==> src/hdl/dtf_map.svh <==
// Register offsets, field positions and reset values of the dual timer
// flag and output control block.
// Assumes AHB-Lite byte addresses, one 32-bit word per register.
`ifndef DTF_MAP_SVH
`define DTF_MAP_SVH

`define DTF_OFF_CSC_LO 8'h00
`define DTF_OFF_CSC_HI 8'h04
`define DTF_OFF_FN_LO 8'h08
`define DTF_OFF_FN_HI 8'h0c
`define DTF_OFF_PAIR 8'h10
`define DTF_OFF_DR_LO 8'h14
`define DTF_OFF_DR_HI 8'h18
`define DTF_OFF_RMW_LO 8'h1c
`define DTF_OFF_RMW_HI 8'h20

`define DTF_CSC_RUN 7
`define DTF_CSC_SUSP 6
`define DTF_CSC_IE 5
`define DTF_CSC_BF 3
`define DTF_CSC_IF 2
`define DTF_CSC_SO 1
`define DTF_CSC_OE 0

`define DTF_FN_RIG 4

`define DTF_PC_UOUT 7
`define DTF_PC_LOUT 6
`define DTF_PC_ISEL 5
`define DTF_PC_WSEL 4
`define DTF_PC_UFLT 3:2
`define DTF_PC_LFLT 1:0

`define DTF_CSC_RST 8'h00
`define DTF_FN_RST 5'h00
`define DTF_PAIR_RST 8'h00
`define DTF_DR_RST 8'h00

`endif

==> src/hdl/dtf_pkg.sv <==
// Types and mode decoding shared by the dual timer flag logic.
// Assumes nothing beyond the register map header.
package dtf_pkg;

	typedef enum logic [3:0] {
		DTF_F_ONESHOT = 4'h0,
		DTF_F_CONT = 4'h1,
		DTF_F_FREERUN = 4'h2,
		DTF_F_PWM_FIX = 4'h3,
		DTF_F_PWM_VAR = 4'h4,
		DTF_F_PWC_HI = 4'h5,
		DTF_F_PWC_LO = 4'h6,
		DTF_F_PWC_CYR = 4'h7,
		DTF_F_PWC_CYF = 4'h8,
		DTF_F_PWC_HC = 4'h9,
		DTF_F_CAP_R = 4'ha,
		DTF_F_CAP_F = 4'hb,
		DTF_F_CAP_B = 4'hc,
		DTF_F_CAPC_R = 4'hd,
		DTF_F_CAPC_F = 4'he,
		DTF_F_CAPC_B = 4'hf
	} dtf_func_e;

	typedef enum logic [1:0] {
		DTF_BUS_IDLE = 2'b00,
		DTF_BUS_WR = 2'b01,
		DTF_BUS_RD = 2'b10,
		DTF_BUS_RDOUT = 2'b11
	} dtf_bus_e;

	function automatic logic dtf_is_pwc(input logic [3:0] f);
		dtf_is_pwc = (f >= 4'h5) && (f <= 4'h9);
	endfunction : dtf_is_pwc

	function automatic logic dtf_is_cap(input logic [3:0] f);
		dtf_is_cap = (f >= 4'ha);
	endfunction : dtf_is_cap

	// Initial output value only matters for interval and pulse width
	function automatic logic dtf_so_used(input logic [3:0] f);
		dtf_so_used = (f != 4'h3) && (f != 4'h4) && !dtf_is_cap(f);
	endfunction : dtf_so_used

endpackage : dtf_pkg

==> src/hdl/dtf_ahb.sv <==
// AHB-Lite slave front end: one register access per transfer.
// Assumes single word transfers; reads take one wait state.
`timescale 1ns/1ps
module dtf_ahb (
	input wire logic hclk,
	input wire logic hresetn,
	input wire logic hsel,
	input wire logic [31:0] haddr,
	input wire logic [1:0] htrans,
	input wire logic hwrite,
	input wire logic [2:0] hsize,
	input wire logic hready,
	input wire logic [31:0] hwdata,
	output logic hreadyout,
	output logic hresp,
	output logic [31:0] hrdata,
	output logic wr_stb,
	output logic rd_stb,
	output logic [7:0] reg_addr,
	output logic [7:0] wdata,
	input wire logic [7:0] rdata
);
	dtf_pkg::dtf_bus_e st_r;
	dtf_pkg::dtf_bus_e st_nxt;
	logic [7:0] addr_r;
	logic [31:0] hrdata_r;
	wire logic take_w;

	// Only whole-word transfers are taken; other sizes pass unseen
	assign take_w = hsel && htrans[1] && hready && (hsize == 3'h2);

	always_comb begin
		unique case (st_r)
			dtf_pkg::DTF_BUS_IDLE, dtf_pkg::DTF_BUS_WR,
			dtf_pkg::DTF_BUS_RDOUT: begin
				if (take_w) begin
					st_nxt = hwrite ? dtf_pkg::DTF_BUS_WR : dtf_pkg::DTF_BUS_RD;
				end else begin
					st_nxt = dtf_pkg::DTF_BUS_IDLE;
				end
			end
			dtf_pkg::DTF_BUS_RD: begin
				st_nxt = dtf_pkg::DTF_BUS_RDOUT;
			end
		endcase
	end

	always_ff @(posedge hclk or negedge hresetn) begin
		if (!hresetn) begin
			st_r <= dtf_pkg::DTF_BUS_IDLE;
			addr_r <= 8'h00;
			hrdata_r <= 32'h0000_0000;
		end else begin
			st_r <= st_nxt;
			if (take_w) begin
				addr_r <= haddr[7:0];
			end
			if (st_r == dtf_pkg::DTF_BUS_RD) begin
				hrdata_r <= {24'h00_0000, rdata};
			end
		end
	end

	// Wait state lets a read see a write that just landed
	assign hreadyout = (st_r != dtf_pkg::DTF_BUS_RD);
	assign hresp = 1'b0;
	assign hrdata = hrdata_r;
	assign wr_stb = (st_r == dtf_pkg::DTF_BUS_WR);
	assign rd_stb = (st_r == dtf_pkg::DTF_BUS_RD);
	assign reg_addr = addr_r;
	assign wdata = hwdata[7:0];
endmodule : dtf_ahb

==> src/hdl/dtf_chan.sv <==
// One timer channel: data-full flag, reload flag, data register and
// output state with its per-function memory.
// Assumes event inputs come from the counter datapath on hclk.
`timescale 1ns/1ps
`include "dtf_map.svh"
module dtf_chan (
	input wire logic hclk,
	input wire logic hresetn,
	input wire logic [3:0] func,
	input wire logic run,
	input wire logic run_rise,
	input wire logic hold_zero,
	input wire logic out_undef,
	input wire logic so_eff,
	input wire logic meas_valid,
	input wire logic meas_cycle,
	input wire logic [7:0] meas_count,
	input wire logic match,
	input wire logic ovf,
	input wire logic fn_out,
	input wire logic dr_read,
	input wire logic dr_wr,
	input wire logic if_clr,
	input wire logic [7:0] wdata,
	output logic bf,
	output logic iflag,
	output logic out_state,
	output logic [7:0] dr
);
	logic bf_r;
	logic if_r;
	logic out_r;
	logic [7:0] dr_r;
	logic [15:0] omem_r;
	logic [3:0] func_prev_r;
	wire logic pwc_w;
	wire logic cap_w;
	wire logic store_w;
	wire logic set_if_w;
	wire logic bf_nxt;
	wire logic if_nxt;

	assign pwc_w = dtf_pkg::dtf_is_pwc(func);
	assign cap_w = dtf_pkg::dtf_is_cap(func);

	// High pulse result of the combined mode passes a full register
	assign store_w = meas_valid && pwc_w && (!bf_r ||
		(func == dtf_pkg::DTF_F_PWC_HC && !meas_cycle)); // RQ1 RQ3 RQ4

	// Set beats clear in the same cycle
	assign bf_nxt = (!pwc_w || hold_zero) ? 1'b0 : // RQ6 RQ7
		store_w ? 1'b1 : // RQ1
		dr_read ? 1'b0 : bf_r; // RQ2 RQ6

	assign set_if_w = (match && (func == dtf_pkg::DTF_F_ONESHOT ||
		func == dtf_pkg::DTF_F_CONT)) || // RQ8
		(ovf && (pwc_w || cap_w)); // RQ9

	// Forced zero in variable PWM outranks the match set
	assign if_nxt = (func == dtf_pkg::DTF_F_PWM_VAR || hold_zero) ? 1'b0 :
		set_if_w ? 1'b1 : // RQ11 RQ12
		if_clr ? 1'b0 : if_r; // RQ10

	always_ff @(posedge hclk or negedge hresetn) begin
		if (!hresetn) begin
			bf_r <= 1'b0;
			if_r <= 1'b0;
		end else begin
			bf_r <= bf_nxt;
			if_r <= if_nxt;
		end
	end

	always_ff @(posedge hclk or negedge hresetn) begin
		if (!hresetn) begin
			dr_r <= `DTF_DR_RST;
		end else if (store_w || (meas_valid && cap_w)) begin
			dr_r <= meas_count; // RQ1
		end else if (dr_wr && !pwc_w && !cap_w) begin
			dr_r <= wdata;
		end
	end

	always_ff @(posedge hclk or negedge hresetn) begin
		if (!hresetn) begin
			out_r <= 1'b0;
			omem_r <= 16'h0000;
			func_prev_r <= 4'h0;
		end else begin
			func_prev_r <= func;
			if (run_rise && dtf_pkg::dtf_so_used(func)) begin
				out_r <= so_eff; // RQ13 RQ14 RQ16
			end else if (run) begin
				out_r <= fn_out; // RQ19
			end else if (func != func_prev_r) begin
				out_r <= omem_r[func]; // RQ22
			end
			if (run) begin
				omem_r[func] <= fn_out;
			end
		end
	end

	assign bf = bf_r;
	assign iflag = if_r;
	// Undefined state reads as zero
	assign out_state = out_r && !out_undef; // RQ20 RQ21
	assign dr = dr_r;
endmodule : dtf_chan

==> src/hdl/dtf_top.sv <==
// Dual timer flags and output control: register file, run control,
// pin output enables and reload interrupt requests for a timer pair.
// Operation
// RQ1 - Measurement stored sets data-full flag
// RQ2 - Data register read clears flag (8-bit)
// RQ3 - Full flag blocks further stores
// RQ4 - Combined mode: high pulse still stored
// RQ5 - Software reads results before next pulse
// RQ6 - 16-bit: upper read clears lower flag
// RQ7 - Flag zero outside pulse width; writes ignored
// RQ8 - Count match sets reload flag
// RQ9 - Overflow sets reload flag when measuring
// RQ10 - Reload flag: RMW read one, write-zero clears
// RQ11 - Variable PWM forces reload flag zero
// RQ12 - 16-bit: upper reload flag held zero
// RQ13 - Start loads initial output value
// RQ14 - 16-bit: lower initial value only
// RQ15 - Initial value locked while running; code leaves upper writable in 16-bit
// RQ16 - Initial value unused in PWM, capture
// RQ17 - Enable selects timer drive or port
// RQ18 - Pair configuration layout, reset zero
// RQ19 - Upper output state read-only, follows function
// RQ20 - Upper state undefined in some 16-bit modes
// RQ21 - Stop keeps last output state
// RQ22 - Function change recalls per-function state
// RQ23 - Run bit starts and stops counting
// RQ24 - Variable PWM mirrors run and suspend
// RQ25 - Reload interrupt needs both gates
// RQ26 - Alias address marks RMW reads
// Assumes a counter datapath on hclk supplying events and output values.
`timescale 1ns/1ps
`include "dtf_map.svh"
module dtf_top #(
	parameter bit CHAN_ZERO = 1'b1
) (
	input wire logic hclk,
	input wire logic hresetn,
	input wire logic hsel,
	input wire logic [31:0] haddr,
	input wire logic [1:0] htrans,
	input wire logic hwrite,
	input wire logic [2:0] hsize,
	input wire logic hready,
	input wire logic [31:0] hwdata,
	output logic hreadyout,
	output logic hresp,
	output logic [31:0] hrdata,
	input wire logic meas_valid_lo,
	input wire logic meas_valid_hi,
	input wire logic meas_cycle_lo,
	input wire logic meas_cycle_hi,
	input wire logic [7:0] meas_count_lo,
	input wire logic [7:0] meas_count_hi,
	input wire logic match_lo,
	input wire logic match_hi,
	input wire logic ovf_lo,
	input wire logic ovf_hi,
	input wire logic fn_out_lo,
	input wire logic fn_out_hi,
	output logic run_lo,
	output logic run_hi,
	output logic susp_lo,
	output logic susp_hi,
	output logic [3:0] func_lo,
	output logic [3:0] func_hi,
	output logic width_sel,
	output logic input_source_sel,
	output logic [1:0] upper_noise_filter_sel,
	output logic [1:0] lower_noise_filter_sel,
	output logic [7:0] lower_data_reg,
	output logic [7:0] upper_data_reg,
	output logic pin_lo_o,
	output logic pin_lo_oe,
	output logic pin_hi_o,
	output logic pin_hi_oe,
	output logic irq_lo,
	output logic irq_hi
);
	wire logic wr_stb;
	wire logic rd_stb;
	wire logic [7:0] reg_addr;
	wire logic [7:0] wdata;
	logic [7:0] rdata;

	logic run_lo_r;
	logic run_hi_r;
	logic run_lo_prev_r;
	logic run_hi_prev_r;
	logic susp_lo_r;
	logic susp_hi_r;
	logic ie_lo_r;
	logic ie_hi_r;
	logic so_lo_r;
	logic so_hi_r;
	logic oe_lo_r;
	logic oe_hi_r;
	logic [3:0] func_lo_r;
	logic [3:0] func_hi_r;
	logic rig_lo_r;
	logic rig_hi_r;
	logic isel_r;
	logic wsel_r;
	logic [1:0] uflt_r;
	logic [1:0] lflt_r;

	wire logic bf_lo;
	wire logic bf_hi;
	wire logic if_lo;
	wire logic if_hi;
	wire logic out_lo;
	wire logic out_hi;
	wire logic [7:0] dr_lo;
	wire logic [7:0] dr_hi;

	dtf_ahb u_ahb (
		.hclk(hclk),
		.hresetn(hresetn),
		.hsel(hsel),
		.haddr(haddr),
		.htrans(htrans),
		.hwrite(hwrite),
		.hsize(hsize),
		.hready(hready),
		.hwdata(hwdata),
		.hreadyout(hreadyout),
		.hresp(hresp),
		.hrdata(hrdata),
		.wr_stb(wr_stb),
		.rd_stb(rd_stb),
		.reg_addr(reg_addr),
		.wdata(wdata),
		.rdata(rdata)
	);

	// Address decode
	wire logic wr_csc_lo = wr_stb && (reg_addr == `DTF_OFF_CSC_LO);
	wire logic wr_csc_hi = wr_stb && (reg_addr == `DTF_OFF_CSC_HI);
	wire logic wr_fn_lo = wr_stb && (reg_addr == `DTF_OFF_FN_LO);
	wire logic wr_fn_hi = wr_stb && (reg_addr == `DTF_OFF_FN_HI);
	wire logic wr_pair = wr_stb && (reg_addr == `DTF_OFF_PAIR);
	wire logic wr_dr_lo = wr_stb && (reg_addr == `DTF_OFF_DR_LO);
	wire logic wr_dr_hi = wr_stb && (reg_addr == `DTF_OFF_DR_HI);
	wire logic rd_dr_lo = rd_stb && (reg_addr == `DTF_OFF_DR_LO);
	wire logic rd_dr_hi = rd_stb && (reg_addr == `DTF_OFF_DR_HI);

	// Both run bits move together in variable PWM or 16-bit mode
	wire logic mirror_w = wsel_r ||
		(func_lo_r == dtf_pkg::DTF_F_PWM_VAR); // RQ24
	wire logic any_run_w = run_lo_r || run_hi_r;

	wire logic run_lo_nxt = wr_csc_lo ? wdata[`DTF_CSC_RUN] :
		(wr_csc_hi && mirror_w) ? wdata[`DTF_CSC_RUN] : run_lo_r; // RQ23
	wire logic run_hi_nxt = wr_csc_hi ? wdata[`DTF_CSC_RUN] :
		(wr_csc_lo && mirror_w) ? wdata[`DTF_CSC_RUN] : run_hi_r; // RQ24
	wire logic susp_lo_nxt = wr_csc_lo ? wdata[`DTF_CSC_SUSP] :
		(wr_csc_hi && mirror_w) ? wdata[`DTF_CSC_SUSP] : susp_lo_r;
	wire logic susp_hi_nxt = wr_csc_hi ? wdata[`DTF_CSC_SUSP] :
		(wr_csc_lo && mirror_w) ? wdata[`DTF_CSC_SUSP] : susp_hi_r;

	// Initial value locked while running; upper stays writable in 16-bit
	wire logic so_lo_we = wr_csc_lo && !run_lo_r; // RQ15
	wire logic so_hi_we = wr_csc_hi && (!run_hi_r || wsel_r); // RQ15

	wire logic run_lo_rise = run_lo_r && !run_lo_prev_r;
	wire logic run_hi_rise = run_hi_r && !run_hi_prev_r;

	// 16-bit start in variable PWM drops back to 8-bit
	wire logic wsel_drop_w = run_lo_rise &&
		(func_lo_r == dtf_pkg::DTF_F_PWM_VAR);
	wire logic pair_we = wr_pair && !any_run_w;

	always_ff @(posedge hclk or negedge hresetn) begin
		if (!hresetn) begin
			run_lo_r <= 1'b0;
			run_hi_r <= 1'b0;
			run_lo_prev_r <= 1'b0;
			run_hi_prev_r <= 1'b0;
			susp_lo_r <= 1'b0;
			susp_hi_r <= 1'b0;
		end else begin
			run_lo_r <= run_lo_nxt;
			run_hi_r <= run_hi_nxt;
			run_lo_prev_r <= run_lo_r;
			run_hi_prev_r <= run_hi_r;
			susp_lo_r <= susp_lo_nxt;
			susp_hi_r <= susp_hi_nxt;
		end
	end

	always_ff @(posedge hclk or negedge hresetn) begin
		if (!hresetn) begin
			ie_lo_r <= 1'b0;
			ie_hi_r <= 1'b0;
			oe_lo_r <= 1'b0;
			oe_hi_r <= 1'b0;
		end else begin
			if (wr_csc_lo) begin
				ie_lo_r <= wdata[`DTF_CSC_IE];
				oe_lo_r <= wdata[`DTF_CSC_OE];
			end
			if (wr_csc_hi) begin
				ie_hi_r <= wdata[`DTF_CSC_IE];
				oe_hi_r <= wdata[`DTF_CSC_OE];
			end
		end
	end

	always_ff @(posedge hclk or negedge hresetn) begin
		if (!hresetn) begin
			so_lo_r <= 1'b0;
			so_hi_r <= 1'b0;
		end else begin
			if (so_lo_we) begin
				so_lo_r <= wdata[`DTF_CSC_SO]; // RQ15
			end
			if (so_hi_we) begin
				so_hi_r <= wdata[`DTF_CSC_SO]; // RQ15
			end
		end
	end

	// Function select is frozen while its timer runs
	always_ff @(posedge hclk or negedge hresetn) begin
		if (!hresetn) begin
			func_lo_r <= 4'h0;
			func_hi_r <= 4'h0;
			rig_lo_r <= 1'b0;
			rig_hi_r <= 1'b0;
		end else begin
			if (wr_fn_lo) begin
				rig_lo_r <= wdata[`DTF_FN_RIG];
				if (!run_lo_r) begin
					func_lo_r <= wdata[3:0];
				end
			end
			if (wr_fn_hi) begin
				rig_hi_r <= wdata[`DTF_FN_RIG];
				if (!run_hi_r) begin
					func_hi_r <= wdata[3:0];
				end
			end
		end
	end

	always_ff @(posedge hclk or negedge hresetn) begin
		if (!hresetn) begin
			isel_r <= 1'b0;
			wsel_r <= 1'b0;
			uflt_r <= 2'h0;
			lflt_r <= 2'h0;
		end else begin
			if (pair_we) begin
				isel_r <= wdata[`DTF_PC_ISEL]; // RQ18
				uflt_r <= wdata[`DTF_PC_UFLT];
				lflt_r <= wdata[`DTF_PC_LFLT];
			end
			if (wsel_drop_w) begin
				wsel_r <= 1'b0;
			end else if (pair_we) begin
				wsel_r <= wdata[`DTF_PC_WSEL]; // RQ18
			end
		end
	end

	// In 16-bit mode one measurement spans both halves
	wire logic mv_hi_w = wsel_r ? meas_valid_lo : meas_valid_hi;
	wire logic mc_hi_w = wsel_r ? meas_cycle_lo : meas_cycle_hi;
	wire logic clr_bf_lo = wsel_r ? rd_dr_hi : rd_dr_lo; // RQ2 RQ6
	wire logic clr_if_lo = wr_csc_lo && !wdata[`DTF_CSC_IF]; // RQ10
	wire logic clr_if_hi = wr_csc_hi && !wdata[`DTF_CSC_IF]; // RQ10
	wire logic undef_hi = wsel_r &&
		((func_lo_r == dtf_pkg::DTF_F_PWM_VAR) ||
		dtf_pkg::dtf_is_cap(func_lo_r)); // RQ20

	dtf_chan u_lo (
		.hclk(hclk),
		.hresetn(hresetn),
		.func(func_lo_r),
		.run(run_lo_r),
		.run_rise(run_lo_rise),
		.hold_zero(1'b0),
		.out_undef(1'b0),
		.so_eff(so_lo_r),
		.meas_valid(meas_valid_lo),
		.meas_cycle(meas_cycle_lo),
		.meas_count(meas_count_lo),
		.match(match_lo),
		.ovf(ovf_lo),
		.fn_out(fn_out_lo),
		.dr_read(clr_bf_lo),
		.dr_wr(wr_dr_lo),
		.if_clr(clr_if_lo),
		.wdata(wdata),
		.bf(bf_lo),
		.iflag(if_lo),
		.out_state(out_lo),
		.dr(dr_lo)
	);

	// Upper half follows the lower function when joined
	dtf_chan u_hi (
		.hclk(hclk),
		.hresetn(hresetn),
		.func(wsel_r ? func_lo_r : func_hi_r),
		.run(run_hi_r),
		.run_rise(run_hi_rise),
		.hold_zero(wsel_r), // RQ6 RQ12
		.out_undef(undef_hi),
		.so_eff(wsel_r ? so_lo_r : so_hi_r), // RQ14
		.meas_valid(mv_hi_w),
		.meas_cycle(mc_hi_w),
		.meas_count(meas_count_hi),
		.match(match_hi),
		.ovf(ovf_hi),
		.fn_out(fn_out_hi),
		.dr_read(rd_dr_hi && !wsel_r),
		.dr_wr(wr_dr_hi),
		.if_clr(clr_if_hi),
		.wdata(wdata),
		.bf(bf_hi),
		.iflag(if_hi),
		.out_state(out_hi),
		.dr(dr_hi)
	);

	// Status words; the alias offsets return the reload flag as one
	wire logic [7:0] csc_lo_w = {run_lo_r, susp_lo_r, ie_lo_r, 1'b0,
		bf_lo, if_lo, so_lo_r, oe_lo_r};
	wire logic [7:0] csc_hi_w = {run_hi_r, susp_hi_r, ie_hi_r, 1'b0,
		bf_hi, if_hi, so_hi_r, oe_hi_r};
	wire logic [7:0] pair_w = {out_hi, out_lo, isel_r && CHAN_ZERO,
		wsel_r, uflt_r, lflt_r}; // RQ18 RQ19
	wire logic [7:0] rmw_mask_w = 8'h04;

	always_comb begin
		unique case (reg_addr)
			`DTF_OFF_CSC_LO: rdata = csc_lo_w;
			`DTF_OFF_CSC_HI: rdata = csc_hi_w;
			`DTF_OFF_FN_LO: rdata = {3'h0, rig_lo_r, func_lo_r};
			`DTF_OFF_FN_HI: rdata = {3'h0, rig_hi_r, func_hi_r};
			`DTF_OFF_PAIR: rdata = pair_w;
			`DTF_OFF_DR_LO: rdata = dr_lo;
			`DTF_OFF_DR_HI: rdata = dr_hi;
			`DTF_OFF_RMW_LO: rdata = csc_lo_w | rmw_mask_w; // RQ10 RQ26
			`DTF_OFF_RMW_HI: rdata = csc_hi_w | rmw_mask_w; // RQ10 RQ26
			default: rdata = 8'h00;
		endcase
	end

	assign run_lo = run_lo_r;
	assign run_hi = run_hi_r;
	assign susp_lo = susp_lo_r;
	assign susp_hi = susp_hi_r;
	assign func_lo = func_lo_r;
	assign func_hi = func_hi_r;
	assign width_sel = wsel_r;
	assign input_source_sel = isel_r;
	assign upper_noise_filter_sel = uflt_r;
	assign lower_noise_filter_sel = lflt_r;
	assign lower_data_reg = dr_lo;
	assign upper_data_reg = dr_hi;

	// Port logic takes the pin whenever the enable is clear
	assign pin_lo_o = out_lo;
	assign pin_lo_oe = oe_lo_r; // RQ17
	assign pin_hi_o = out_hi;
	assign pin_hi_oe = oe_hi_r; // RQ17

	assign irq_lo = ie_lo_r && rig_lo_r && if_lo; // RQ25
	assign irq_hi = ie_hi_r && rig_hi_r && if_hi; // RQ25
endmodule : dtf_top

==> config.mk <==
export PLATFORM = sky130hd
export DESIGN_NAME = dtf_top
export DESIGN_NICKNAME = d
export VERILOG_FILES = /design/src/hdl/dtf_pkg.sv /design/src/hdl/dtf_ahb.sv /design/src/hdl/dtf_chan.sv /design/src/hdl/dtf_top.sv
export VERILOG_INCLUDE_DIRS = /design/src /design/src/hdl
export SDC_FILE = /design/constraint.sdc
export NUM_CORES = 1
export LEC_CHECK = 0
export ABC_AREA = 1
export BUFFER_PORTS_ARGS = -buffer_cell sky130_fd_sc_hd__buf_2
export CAP_MARGIN = 20
export CORE_MARGIN = 2
export CORE_UTILIZATION = 47
export CTS_CLUSTER_SIZE = 16
export DETAILED_ROUTE_END_ITERATION = 10
export PLACE_DENSITY = 0.82
export SLEW_MARGIN = 10
export SYNTH_ARGS = -nofsm -noshare
export SYNTH_HDL_FRONTEND = slang
export SYNTH_SLANG_ARGS = --single-unit
==> constraint.sdc <==
create_clock -name hclk -period 1.56 [get_ports hclk]
set_input_delay 0.312 -clock hclk [delete_from_list [all_inputs] [get_ports hclk]]
set_output_delay 0.312 -clock hclk [all_outputs]
set_load 0.02 [all_outputs]
==> Word-level counts from Yosys, hierarchy flattened <==
Index checks and enable logic that the tools add are counted.
{ "word_totals": {"ff_bits": 108, "input_bits": 100, "output_inout_bits": 74, "wordCells": 228} }
{ "classes": {"n_eq_ne": 26, "n_lt_le_gt_ge": 10, "reduce_logical": 104, "n_mux": 51, "bitwise": 2} }
{ "op_table": {"columns": ["operator", "count"], "rows": [
  ["one-hot mux 8 bit (9 select lines)", 1],
  ["logical AND 1 bit", 55],
  ["2-to-1 mux 1 bit", 36],
  ["bitwise mux 16 bit", 2],
  ["equality test 8 x 5 -> 1 bit, second input constant", 4],
  ["2-to-1 mux 8 bit", 4],
  ["equality test 8 x 4 -> 1 bit, second input constant", 2],
  ["zero test 1 bit", 16],
  ["logical OR 1 bit", 16],
  ["nonzero test 3 bit", 5],
  ["less-than comparator 4 x 5 -> 1 bit, second input constant", 2],
  ["nonzero test 2 bit", 5],
  ["binary-select mux 1 bit (select 4 bit)", 2],
  ["demux 1 bit (select 4 bit)", 2],
  ["equality test 4 x 1 -> 1 bit, second input constant", 2],
  ["equality test 4 x 3 -> 1 bit, second input constant", 2],
  ["equality test 4 bit, second input constant", 2],
  ["equality test 8 x 3 -> 1 bit, second input constant", 1],
  ["equality test 8 x 6 -> 1 bit, second input constant", 1],
  ["greater-or-equal comparator 4 x 1 -> 1 bit, second input constant", 2],
  ["greater-or-equal comparator 4 x 3 -> 1 bit, second input constant", 2],
  ["greater-or-equal comparator 4 bit, second input constant", 2],
  ["less-or-equal comparator 4 bit, second input constant", 2],
  ["zero test 4 bit", 2],
  ["16 further kinds", 23]
]} }

==> Longest topological paths before layout <==
Gate-level depths: netlist of run 1.
{ "logic_depth": {"depth_word": 8, "mapped_depth": 14, "depth_no_buf": 12} }

==> Modules after synthesis <==
Synthesis of run 1 repeated with hierarchy kept, for this count alone.
{ "unflattened": {"cells_unflattened": 874, "hier_area_um2": 6382.4} }
{ "modules_own_cells": {"columns": ["module", "seq_area_each_um2", "cells_per_inst", "area_per_inst_um2", "instances"], "rows": [
  ["dtf_top", 700.7, 320, 2082.0, 1],
  ["dtf_chan at u_hi", 775.7, 220, 1671.6, 1],
  ["dtf_chan at u_lo", 775.7, 218, 1651.6, 1],
  ["dtf_ahb", 450.4, 116, 977.2, 1]
]} }

==> Worst setup path after synthesis of run 1 <==
OpenSTA, ideal clock, no wires.
{ "synth_path": {"path_type": "flip-flop to flip-flop", "from": "register func_lo_r[1] (netlist: func_lo[1])", "to": "register u_hi.dr_r[0] (netlist: u_hi.dr[0])", "setup_ps": 125, "path_stages_with_launch": 9, "required_ps": 1435, "arrival_ps": 1652, "n_path_buf": 2, "path_slack_ps": -216, "synth_period_minus_slack_ps": 1776, "cell_sequence": "dfrtp_1 buf_2 nand2_2 o21ai_4 buf_6 o211ai_2 nand2_8 nand2_2 nand3_2"} }
{ "synth_via": {"elab_chain_cells": 7, "elab_cells_between_ends": 18, "cone_classes": "order compare: 3; eq/ne: 1; mux: 2; reduce/logical: 12"} }
{ "synth_lines": {"columns": ["item", "line_no", "rtl"], "rows": [
  ["start: declaration", "dtf_top.sv:97", "logic [3:0] func_lo_r;"],
  ["start signal: assignment", "dtf_top.sv:233", "func_lo_r <= wdata[3:0];"],
  ["2-to-1 mux 4 bit (*)", "dtf_top.sv:304", ".func(wsel_r ? func_lo_r : func_hi_r),"],
  ["net u_hi.func[1]", "dtf_chan.sv:9", "input wire logic [3:0] func,"],
  ["greater-or-equal comparator 4 x 3 -> 1 bit, or another cell as far along", "dtf_pkg.sv:32", "dtf_is_pwc = (f >= 4'h5) && (f <= 4'h9);"],
  ["logical AND 1 bit, on equally long branches", "dtf_pkg.sv:32, dtf_chan.sv:48", null],
  ["logical AND 1 bit, or another cell as far along", "dtf_chan.sv:47", "assign store_w = meas_valid && pwc_w && (!bf_r ||"],
  ["logical AND 1 bit, on equally long branches", "dtf_chan.sv:47, dtf_chan.sv:79", null],
  ["logical OR 1 bit or logical AND 1 bit (tied branches)", "dtf_chan.sv:77, dtf_chan.sv:79", null],
  ["2-to-1 mux 8 bit or nonzero test 2 bit (tied branches)", null, null],
  ["end signal: assignment", "dtf_chan.sv:76", "dr_r <= `DTF_DR_RST;"],
  ["end signal: assignment", "dtf_chan.sv:78", "dr_r <= meas_count;"],
  ["end signal: assignment", "dtf_chan.sv:80", "dr_r <= wdata;"],
  ["end: declaration", "dtf_chan.sv:33", "logic [7:0] dr_r;"]
]} }
The timed path passes the listed nets; every way through them passes the cells marked *.
A chain may end at the register's enable or synchronous reset.

==> Worst setup path in the final report of run 1 <==
{ "layout_path": {"from": "register func_lo_r[2] (netlist: func_lo[2])", "to": "output pin_hi_o"} }
{ "layout_via": {"elab_chain_cells": 5, "elab_cells_between_ends": 6, "cone_classes": "order compare: 1; eq/ne: 1; reduce/logical: 4"} }
{ "layout_lines": {"columns": ["item", "line_no", "rtl"], "rows": [
  ["greater-or-equal comparator 4 bit or equality test 4 x 3 -> 1 bit (tied branches)", "dtf_pkg.sv:36, dtf_top.sv:272", null],
  ["logical OR 1 bit (*)", "dtf_top.sv:272", "((func_lo_r == dtf_pkg::DTF_F_PWM_VAR) ||"],
  ["logical AND 1 bit (*)", "dtf_top.sv:271", "wire logic undef_hi = wsel_r &&"],
  ["zero test 1 bit (*)", "dtf_chan.sv:107", "assign out_state = out_r && !out_undef;"],
  ["logical AND 1 bit (*)", "dtf_chan.sv:107", null],
  ["end: declaration", "dtf_top.sv:74", "output logic pin_hi_o,"]
]} }
Every way passes the cells marked *; elsewhere a longest branch is shown, timed or not.

==> run_results.csv, run 1 <==
group,metric,value,unit
status,status,"finished with violations",
status,violations,"setup timing",
finish,antenna_cells,0,
timing,setup_viol,72,
routing,ant_nets,0,
job,maxCapViolations,0,
finish,mostFrequentLayoutCells,"nand2_1 (189), dfrtp_1 (104), buf_4 (95)",
routing,drtPass1Iterations,6,
power,power_density,716,mW/mm2
cts,clkLatencyLatePin,0.37,ns
placed_design,hpwl,13.2,mm
routing,drt_iter0_drc,1144,
synth,synth_xor_area_share,0.750,%
routing,wirelength,24.2,mm
global_routing,grt_max_degree,34,
synth,synthTopCellsByArea,"dfrtp_1 (46%), nand2_1 (15%), a21oi_1 (4.1%)",
synth,postSynthCellCount,737,
finish,drive_gt1_share,45.7,%
die,start_util,48.4,%
cts,clkTransAtPathRegs,0.08,ns
cts,clockBufferDepth,2,
setup_path,path_cells,"inv_2 -> nor2_2 -> nand2_2 -> inv_2 -> nor2_2 -> nor2_1 -> nor2_2 -> buf_6",
synth,synth-edff-count,0,
synth,ys_ff_latch,108,
synth,async_reset_ff_share,100,%
setup_path,crit_start,"func_lo[2]",
placed_design,place_inst,1082,
timing,grt_setup_unrepaired,"true",
setup_path,reg2reg_to,"u_ahb.hrdata[7]",
synth,synthMuxAreaShare,0.171,%
finish,n_fill_cell,729,
setup_path,reg2reg_from,"func_lo[2]",
cts,cts_sinks,108,
finish,finalNonFillerCells,1144,
die,fp.dieH,115,um
synth,synth.top_cell.area_share,46.3,%
cts,cts-root-buf,"clkbuf_16",
die,die_x,115,um
die,rows,40,
setup_path,crit_cells,8,
timing,tns,-10.08,ns
setup_path,critPathSlowestCell,"dfrtp_1",
die,coreArea,0.0121,mm2
synth,synth_top_flop_cell,"dfrtp_1",
routing,avgRoutedWirePerCell,21.2,um
global_routing,grt-ovfl-total,0,
synth,synth_top_family_by_area,"simple AND/OR/NAND/NOR gates",
cts,cts_buffers,9,
timing,fin_worst_skew,0.0111,ns
power,ir_worst_vdd,0.797,mV
synth,synthDistinctLibCells,47,
timing,fmax,0.500,GHz
setup_path,max_stage_delay,0.42,ns
setup_path,ff2ff_path_depth,12,
setup_path,start_kind,"register",
synth,synth-simple-area-share,28.7,%
synth,synth_fa_ha_area_share,0,%
synth,netlist_area,0.00584,mm2
timing,timing.hold.ws,0.155,ns
power,p_leak,4.27,nW
global_routing,grtUsageTotal,29.5,%
setup_path,cp_common_cell,"nor2_2",
routing,vias_per_cell,6.07,
setup_path,rrSetupSlack,-0.29,ns
finish,final_nets,1071,
cts,tritoncts,"built",
die,io_pins,174,
setup_path,worstPathArrival,1.69,ns
synth,synth.avg_cell_area,7.92,um2
placed_design,io_buffer_count,99,
global_routing,grt_pass1_vias,6025,
placed_design,gp_congestion,0.940,
synth,yosysSeqAreaShare,46.3,%
timing,timing.final.crit_share,128,%
synth,synth_compound_area_share,14.6,%
setup_path,cp-endpoint,"pin_hi_o",
synth,synth_top_area_cell,"dfrtp_1",
routing,drc_errors,0,
finish,area_growth,49.3,%
setup_path,cp_num_buf_inv,3,
timing,maxSlewViolCount,0,
setup_path,critPathKind,"reg2out",
timing,layout_setup_ws,-0.441,ns
global_routing,grt_pass1_wl,30.1,mm
worst_hold_path,hp-class,"in2reg",
setup_path,cp_top_family,"simple AND/OR/NAND/NOR gates",
synth,synth-warning-count,0,
cts,cts_htree_levels,3,
timing,hold_viol,0,
setup_path,cp.required,1.25,ns
setup_path,end_kind,"primary output",
die,dieArea,0.0133,mm2
global_routing,antenna_found_initial,0,
setup_path,crit_fanout,4,
finish,final_common_cell,"nand2_1",
timing,period_minus_slack,2.00,ns
routing,routed-via-count,6942,
power,total_power,6.24,mW
==> cell families (layout without fill, tap and decap cells) <==
group | after synthesis | count (layout)
other | 1 | 25
and+or+nand+nor | 371 | 372
muxes | 1 | 1
buffers and inverters | 108 | 322
DFF | 108 | 108
AOI/OAI and AO/OA | 143 | 143
xor gates and xnor gates | 5 | 5
==> synth_stat cells (5+ instances only) <==
library cell    n
a21oi_1        48
a31oi_1        19
buf_4          25
clkbuf_1        7
dfrtp_1       108
inv_1          54
inv_2          12
nand2_1       232
nand2_2        15
nand3_1        25
nand3_2         9
nand4_1        13
nor2_1         55
nor2_2          5
nor3_1          5
o211ai_1        9
o21ai_0        33
o21ai_1        14
==> flip-flops by register name (all words and copies together) (netlist names), 2 cells and up <==
register / flops
func_hi: 4
func_lo: 4
lower_noise_filter_sel: 2
u_ahb.hrdata: 8
u_ahb.reg_addr: 8
u_ahb.st_r: 2
u_hi.dr: 8
u_hi.func_prev_r: 4
u_hi.omem_r: 16
u_lo.dr: 8
u_lo.func_prev_r: 4
u_lo.omem_r: 16
upper_noise_filter_sel: 2
==> stage by stage <==
stage	util [%]	instance area [um2]	setup slack, ns
after global routing	72.3	8720	-0.442
after global placement	59.2	7140	-0.128
after floorplan	-	5970	-0.146
after detailed placement	59.2	7140	-0.165
after CTS	67.0	8080	-0.255
final	72.3	8720	-0.441
==> what timing repair did <==
action | 4_1_cts | 5_1_grt
gates resized for setup | 108 | 139
pin swaps | 37 | 58
hold buffers | 1 | 0
cloned | 2 | 0
setup endpoints to repair | 57 | 74
hold endpoints to repair | 17 | 0
buffers inserted | 23 | 23
==> power breakdown <==
part | leakage [nW] | switching (mW) | internal (mW) | total, mW
registers | 1.10 | 0.104 | 2.89 | 2.99
clock network | 0.138 | 1.15 | 1.30 | 2.45
logic | 3.04 | 0.552 | 0.247 | 0.800
==> worst min-delay path by stage <==
stage / from / endpoint / cells past startpoint
floorplan: hresetn / func_hi[0] / 0
global placement: hresetn / u_lo.omem_r[8] / 1
detailed placement: hresetn / u_lo.omem_r[8] / 1
finish: meas_count_hi[5] / u_hi.dr[5] / 3
global route: meas_count_hi[5] / u_hi.dr[5] / 3
CTS: meas_count_hi[5] / u_hi.dr[5] / 3
==> cell type report <==
cell class	instances	area (um2)	share of cell area [%]
Inverter	70	305	3.50
Sequential cell	108	2710	31.0
Tap cell	168	210	2.41
Timing Repair Buffer	236	1820	20.9
Clock inverter	5	61.3	0.703
Clock buffer	11	243	2.78
Multi-Input combinational cell	546	3370	38.7
==> tightest hold or removal path, delay by kind of cell <==
kind	cells	cell delay (ns)
simple gates	2	0.10
buf+inv	1	0.08
==> layer usage <==
layer | global-route usage [%] | vias up | share of wire, %
li1 | - | 2842 | -
met1 | 37.7 | 3232 | 34
met2 | 48.9 | 665 | 47
met3 | 4.71 | 203 | 12
met4 | 14.6 | 0 | 7.8
met5 | 0 | - | 0
Note: power is estimated with default switching activity, not from simulation.
==> run 2, diff against run 1 <==
--- a/config.mk
+++ b/config.mk
@@ -9,7 +9,6 @@
 export ABC_AREA = 1
 export BUFFER_PORTS_ARGS = -buffer_cell sky130_fd_sc_hd__buf_2
 export CAP_MARGIN = 20
-export CORE_MARGIN = 2
 export CORE_UTILIZATION = 47
 export CTS_CLUSTER_SIZE = 16
 export DETAILED_ROUTE_END_ITERATION = 10
==> run 2 against run 1 <==
The flow still finishes with violations (setup timing). Sequential power about the same. Sequential cell count unchanged. First-iteration DRC count shrank 15%. Total power rose by 2.2%. Combinational power increased by 12%. Critical path depth is 2 higher. Critical endpoint is now u_ahb.hrdata[1].
==> run_results.csv, run 2 (synthesis results as in run 1) <==
group,metric,value,unit
timing,period_minus_slack,2.08,ns
die,start_util,48.4,%
timing,relSlewSlack,60.1,%
routing,drtPass1Iterations,5,
placed_design,io_buffer_count,99,
routing,wirelength,26.2,mm
cts,tritoncts,"built",
placed_design,placed_area,0.00717,mm2
finish,final_nets,1080,
timing,maxSlewViolCount,0,
timing,layout_setup_ws,-0.518,ns
finish,drive_gt1_share,48.1,%
routing,avgRoutedWirePerCell,22.7,um
cts,cts_buffers,9,
routing,ant_nets,0,
power,power.share.switching,29.8,%
setup_path,critPathKind,"reg2reg",
routing,routed-via-count,7101,
worst_hold_path,hp-class,"in2reg",
placed_design,dp_slack,-0.228,ns
cts,clkTransAtPathRegs,0.08,ns
job,maxCapViolations,0,
cts,clkLatencyLatePin,0.37,ns
finish,postLayoutCellArea,0.00893,mm2
cts,clockBufferDepth,2,
setup_path,end_kind,"register",
timing,worst_pin_slew,0.593,ns
status,violations,"setup timing",
finish,multiInputGateArea,0.00346,mm2
finish,reg_top3,"u_hi.omem_r: 16 flops, u_lo.omem_r: 16 flops",
die,rows,40,
global_routing,grt_pass1_wl,31.9,mm
power,pwr-share-clk,38.9,%
routing,drt_iter0_drc,968,
timing,setup_viol,78,
global_routing,antenna_found_initial,0,
global_routing,grt-ovfl-total,0,
placed_design,gp_congestion,0.979,
timing,grt_setup_unrepaired,"true",
global_routing,grt_max_degree,53,
timing,fin_worst_skew,0.0103,ns
setup_path,cp.required,1.82,ns
setup_path,start_kind,"register",
finish,antenna_cells,0,
status,status,"finished with violations",
power,p_comb_share,14.1,%
cts,cts_htree_levels,3,
die,io_pins,174,
die,die_x,113,um
finish,seq_area,0.00271,mm2
placed_design,hpwl,12.6,mm
timing,fmax,0.481,GHz
timing,timing.final.crit_share,133,%
finish,n_fill_cell,689,
finish,area_growth,52.8,%
power,power_density,715,mW/mm2
setup_path,crit_fanout,6,
placed_design,place_inst,1089,
cts,cts_sinks,108,
cts,cts-root-buf,"clkbuf_16",
finish,mostFrequentLayoutCells,"nand2_1 (184), dfrtp_1 (103), buf_4 (92)",
power,netSwitchingPower,1.90,mW
routing,vias_per_cell,6.16,
power,seqPwrFrac,47.1,%
die,dieArea,0.0129,mm2
finish,finalNonFillerCells,1153,
power,ir_worst_vdd,0.805,mV
timing,timing.hold.ws,0.144,ns
routing,drc_errors,0,
global_routing,grt_pass1_vias,6304,
finish,utilization,74.0,%
power,internal_power,4.48,mW
finish,final_common_cell,"nand2_1",
die,fp.dieH,113,um
setup_path,worstPathArrival,2.33,ns
power,p_leak,4.38,nW
global_routing,grtUsageTotal,32.2,%
timing,hold_viol,0,
die,coreArea,0.0121,mm2
==> run 2: cell count changes in the layout (fill, tap and decap cells not counted), sizes merged <==
cell,delta
clkbuf,-1
clkinvlp,-3
inv,+5
bufbuf,+1
buf,+8
clkinv,-1
==> run 2: final cells by class <==
type | count | share of cell area (%)
Sequential cell | 108 | 30.4
Clock buffer | 10 | 2.56
Clock inverter | 6 | 0.883
Tap cell | 168 | 2.35
Timing Repair Buffer | 245 | 21.6
Multi-Input combinational cell | 546 | 38.8
Inverter | 70 | 3.45
==> run 2: timing repair <==
action,CTS,global route
setup buffers,22,27
cloned,2,0
gates resized for setup,124,180
hold endpoints to repair,16,0
setup endpoints to repair,70,80
hold buffers,1,0
pin swaps,48,78
==> run 2: power groups by stage <==
stage	logic [mW]	registers (mW)	clock network, mW
floorplan	0.318	3.04	0
global placement	0.591	3.01	0
detailed placement	0.604	3.01	0
CTS	0.674	2.96	2.42
global route	0.937	3.01	2.59
finish	0.899	3.00	2.48
==> run 2: layer usage <==
metal / GRT usage (%) / vias to the layer above / part of all wire (%)
li1: - / 2857 / -
met1: 38.9 / 3294 / 34
met2: 52.7 / 696 / 44
met3: 7.81 / 254 / 12
met4: 18.7 / 0 / 9.2
met5: 0 / - / 0
==> run 2: worst paths after layout <==
kind                                   startpoint                 to  slack [ns]  cells past startpoint
worst max-delay path            u_ahb.reg_addr[6]    u_ahb.hrdata[1]       -0.52                     10
worst min-delay path             meas_count_hi[5]         u_hi.dr[5]        0.14                      3
worst max register to register  u_ahb.reg_addr[6]    u_ahb.hrdata[1]       -0.52                     10
worst min register to register     u_lo.omem_r[8]     u_lo.omem_r[8]        0.50                      2
max in group asynchronous                 hresetn  u_ahb.reg_addr[4]        0.61                      3
min in group asynchronous                 hresetn    u_lo.omem_r[10]        0.36                      2
==> run 2: worst max-delay path, stage by stage, from the launching register on <==
cell      delay [ns]
dfrtp_1         0.44
nor2_4          0.06
buf_6           0.12
nand3_4         0.10
inv_2           0.08
nand2_1         0.17
nand2_4         0.13
a21boi_0        0.50
nand3_1         0.18
nand2_1         0.13
nand2_1         0.06
==> run 2: metrics by stage <==
| step | TNS (ns) | total power, mW |
|---|---|---|
| after global placement | -4.31 | 3.60 |
| after global routing | -18.57 | 6.53 |
| after floorplan | -1.97 | 3.36 |
| after CTS | -6.37 | 6.06 |
| after detailed placement | -6.53 | 3.61 |
| final | -15.68 | 6.38 |
==> run 3, diff against run 2 <==
--- a/config.mk
+++ b/config.mk
@@ -9,11 +9,13 @@
 export ABC_AREA = 1
 export BUFFER_PORTS_ARGS = -buffer_cell sky130_fd_sc_hd__buf_2
 export CAP_MARGIN = 20
-export CORE_UTILIZATION = 47
+export CORE_UTILIZATION = 48
 export CTS_CLUSTER_SIZE = 16
 export DETAILED_ROUTE_END_ITERATION = 10
 export PLACE_DENSITY = 0.82
+export REMOVE_ABC_BUFFERS = 1
 export SLEW_MARGIN = 10
 export SYNTH_ARGS = -nofsm -noshare
 export SYNTH_HDL_FRONTEND = slang
+export SYNTH_HIERARCHICAL = 1
 export SYNTH_SLANG_ARGS = --single-unit
==> run 3 against run 2 <==
The run still ends with setup timing left. Sequential power increased by 28%. Die area grew 6.9%. Routed wire length down 16%. Design area is 0.86% higher. Clock skew is 0.0022 ns higher. Highest routed layer unchanged.
==> run_results.csv, run 3 <==
group,metric,value,unit
synth,synth_top_flop_cell,"dfrtp_1",
routing,wirelength,22.1,mm
power,power_density,1210,mW/mm2
synth,yosysSeqAreaShare,42.3,%
setup_path,critPathKind,"reg2reg",
synth,synth_top_area_cell,"dfrtp_1",
routing,avgRoutedWirePerCell,17.4,um
synth,synthTopCellsByArea,"dfrtp_1 (42%), nand2_1 (19%), nand3_1 (6.8%)",
timing,maxSlewViolCount,0,
finish,drive_gt1_share,39.6,%
setup_path,path_cells,"buf_4 -> nand2_2 -> nand2_4 -> inv_8 -> nor2_4 -> nand2_2 -> o21ai_4 -> inv_2 -> nand2_8 -> a21oi_4 -> nand2_1 -> nand3_2",
finish,area_growth,41.1,%
timing,fin_worst_skew,0.0125,ns
placed_design,gp_congestion,0.939,
timing,hold_viol,0,
cts,tritoncts,"built",
die,io_pins,174,
setup_path,cp.required,1.86,ns
setup_path,cp_top_family,"simple AND/OR/NAND/NOR gates",
timing,setup_viol,47,
routing,ant_nets,0,
timing,fmax,0.542,GHz
cts,clkLatencyLatePin,0.37,ns
synth,postSynthCellCount,874,
timing,grt_setup_unrepaired,"true",
cts,cts_buffers,9,
global_routing,grt_pass1_wl,31.0,mm
die,fp.dieH,117,um
timing,period_minus_slack,1.84,ns
synth,synth_common_cells,"nand2_1 (320), dfrtp_1 (108), nand3_1 (87)",
placed_design,io_buffer_count,99,
finish,n_fill_cell,881,
cts,cts_sinks,108,
routing,routed-via-count,7021,
setup_path,critPathSlowestCell,"dfrtp_2",
timing,layout_setup_ws,-0.284,ns
setup_path,end_kind,"register",
finish,final_common_cell,"nand2_1",
cts,cts_htree_levels,3,
finish,final_nets,1194,
power,ir_worst_vdd,0.990,mV
routing,vias_per_cell,5.52,
worst_hold_path,hp-class,"in2reg",
synth,netlist_area,0.00638,mm2
setup_path,cp_num_buf_inv,3,
timing,timing.hold.ws,0.186,ns
cts,cts-root-buf,"clkbuf_16",
global_routing,grtUsageTotal,28.5,%
finish,reg_top3,"u_hi/omem_r: 16 flops, u_lo/omem_r: 16 flops",
global_routing,grt-ovfl-total,0,
power,total_power,10.9,mW
synth,synth-warning-count,6,
status,violations,"setup timing",
setup_path,crit_fanout,8,
routing,drc_errors,0,
finish,mostFrequentLayoutCells,"nand2_1 (271), dfrtp_1 (101), buf_2 (95)",
synth,synthDistinctLibCells,39,
timing,timing.final.crit_share,118,%
die,die_x,117,um
cts,clkTransAtPathRegs,0.08,ns
job,maxCapViolations,0,
global_routing,grt_max_degree,51,
finish,utilization,70.5,%
setup_path,start_kind,"register",
die,rows,41,
synth,ys_ff_latch,108,
routing,drtPass1Iterations,6,
status,status,"finished with violations",
synth,synth.top_cell.area_share,42.3,%
synth,synth-edff-count,0,
setup_path,cp_common_cell,"nand2_2",
global_routing,grt_pass1_vias,6304,
routing,drt_iter0_drc,753,
die,dieArea,0.0138,mm2
synth,synth.avg_cell_area,7.30,um2
cts,clockBufferDepth,2,
die,start_util,50.0,%
global_routing,antenna_found_initial,1,
synth,async_reset_ff_share,100,%
power,p_leak,4.60,nW
setup_path,worstPathArrival,2.14,ns
die,coreArea,0.0128,mm2
placed_design,hpwl,13.8,mm
setup_path,max_stage_delay,0.46,ns
synth,synth.most_common_cell,"nand2_1",
[run 3: cell count changes after synthesis, sizes merged, moves of 3 or more]
cell    delta
nand3     +55
buf       +15
o211ai    -10
a22oi      -3
a21oi     -12
nand2     +84
a21boi     -4
nor2      +34
a31oi      -5
clkbuf     -3
inv       +12
o21ai     -12
nand4     -14
[run 3: layout make-up]
| class | count | area [um2] | area share (%) |
|---|---|---|---|
| Multi-Input combinational cell | 660 | 3700 | 41.1 |
| Sequential cell | 108 | 2710 | 30.1 |
| Timing Repair Buffer | 233 | 1730 | 19.2 |
| Inverter | 82 | 345 | 3.84 |
| Clock buffer | 11 | 233 | 2.58 |
| Tap cell | 172 | 215 | 2.39 |
| Clock inverter | 5 | 60.1 | 0.667 |
| Antenna cell | 1 | 2.50 | 0.0278 |
[run 3: path summary, 6_finish.rpt]
check | depth (start not counted) | start | to | slack [ns]
max | 12 | width_sel | u_hi/dr[5] | -0.28
min | 3 | meas_count_lo[1] | u_lo/dr[1] | 0.19
max reg2reg | 12 | width_sel | u_hi/dr[5] | -0.28
min reg2reg | 2 | u_ahb/hrdata[4] | u_ahb/hrdata[4] | 0.48
max in group asynchronous | 3 | hresetn | width_sel | 0.56
min in group asynchronous | 2 | hresetn | run_lo | 0.40
[run 3: power by group]
group	internal (mW)	leakage, nW	switching [mW]	total, mW
logic	1.79	3.32	2.91	4.69
clock network	1.25	0.140	1.08	2.33
registers	3.32	1.13	0.516	3.84
[run 3: worst reg2reg max path, cell delays in order, from the launching register on]
cell and delay (ns):
dfrtp_2 0.46, buf_4 0.18, nand2_2 0.08, nand2_4 0.09, inv_8 0.10, nor2_4 0.06, nand2_2 0.11, o21ai_4 0.07
inv_2 0.11, nand2_8 0.07, a21oi_4 0.25, nand2_1 0.11, nand3_2 0.08
[run 3: routing by layer]
| layer | up-vias | global-route usage, % | part of all wire [%] | routed length (um) |
|---|---|---|---|---|
| li1 | 3155 | - | - | - |
| met2 | 470 | 47.9 | 49 | 10700 |
| met3 | 117 | 6.86 | 8.6 | 1900 |
| met5 | - | 0 | 0 | 0 |
| met1 | 3279 | 34.6 | 37 | 8250 |
| met4 | 0 | 12.2 | 5.5 | 1220 |
[run 3: through the flow]
stage	cell area [um2]	TNS [ns]	instances	setup WS, ns
6_report	9000	-5.62	1272	-0.284
5_1_grt	9000	-9.00	1271	-0.315
4_1_cts	8340	-2.41	1259	-0.195
3_5_place_dp	7660	-5.10	1227	-0.229
3_3_place_gp	7660	-3.52	1227	-0.178
2_1_floorplan	6100	-24.39	850	-0.859
[run 3: cells by family (layout without fill, tap and decap cells)]
logic type,count (synthesis),after routing,share of synthesized area (%)
simple gates,533,533,37.1
xor+xnor,2,2,0.275
compound gates,97,97,9.16
other cells,2,29,0.118
buf+inv,132,331,11.0
flops,108,108,42.3
[run 3: repair_timing]
item,CTS,global route
gates resized for setup,84,156
setup buffers,14,15
hold buffers,1,0
setup endpoints to repair,50,72
pin swaps,36,64
gates cloned,1,1
endpoints found under the hold margin,19,0
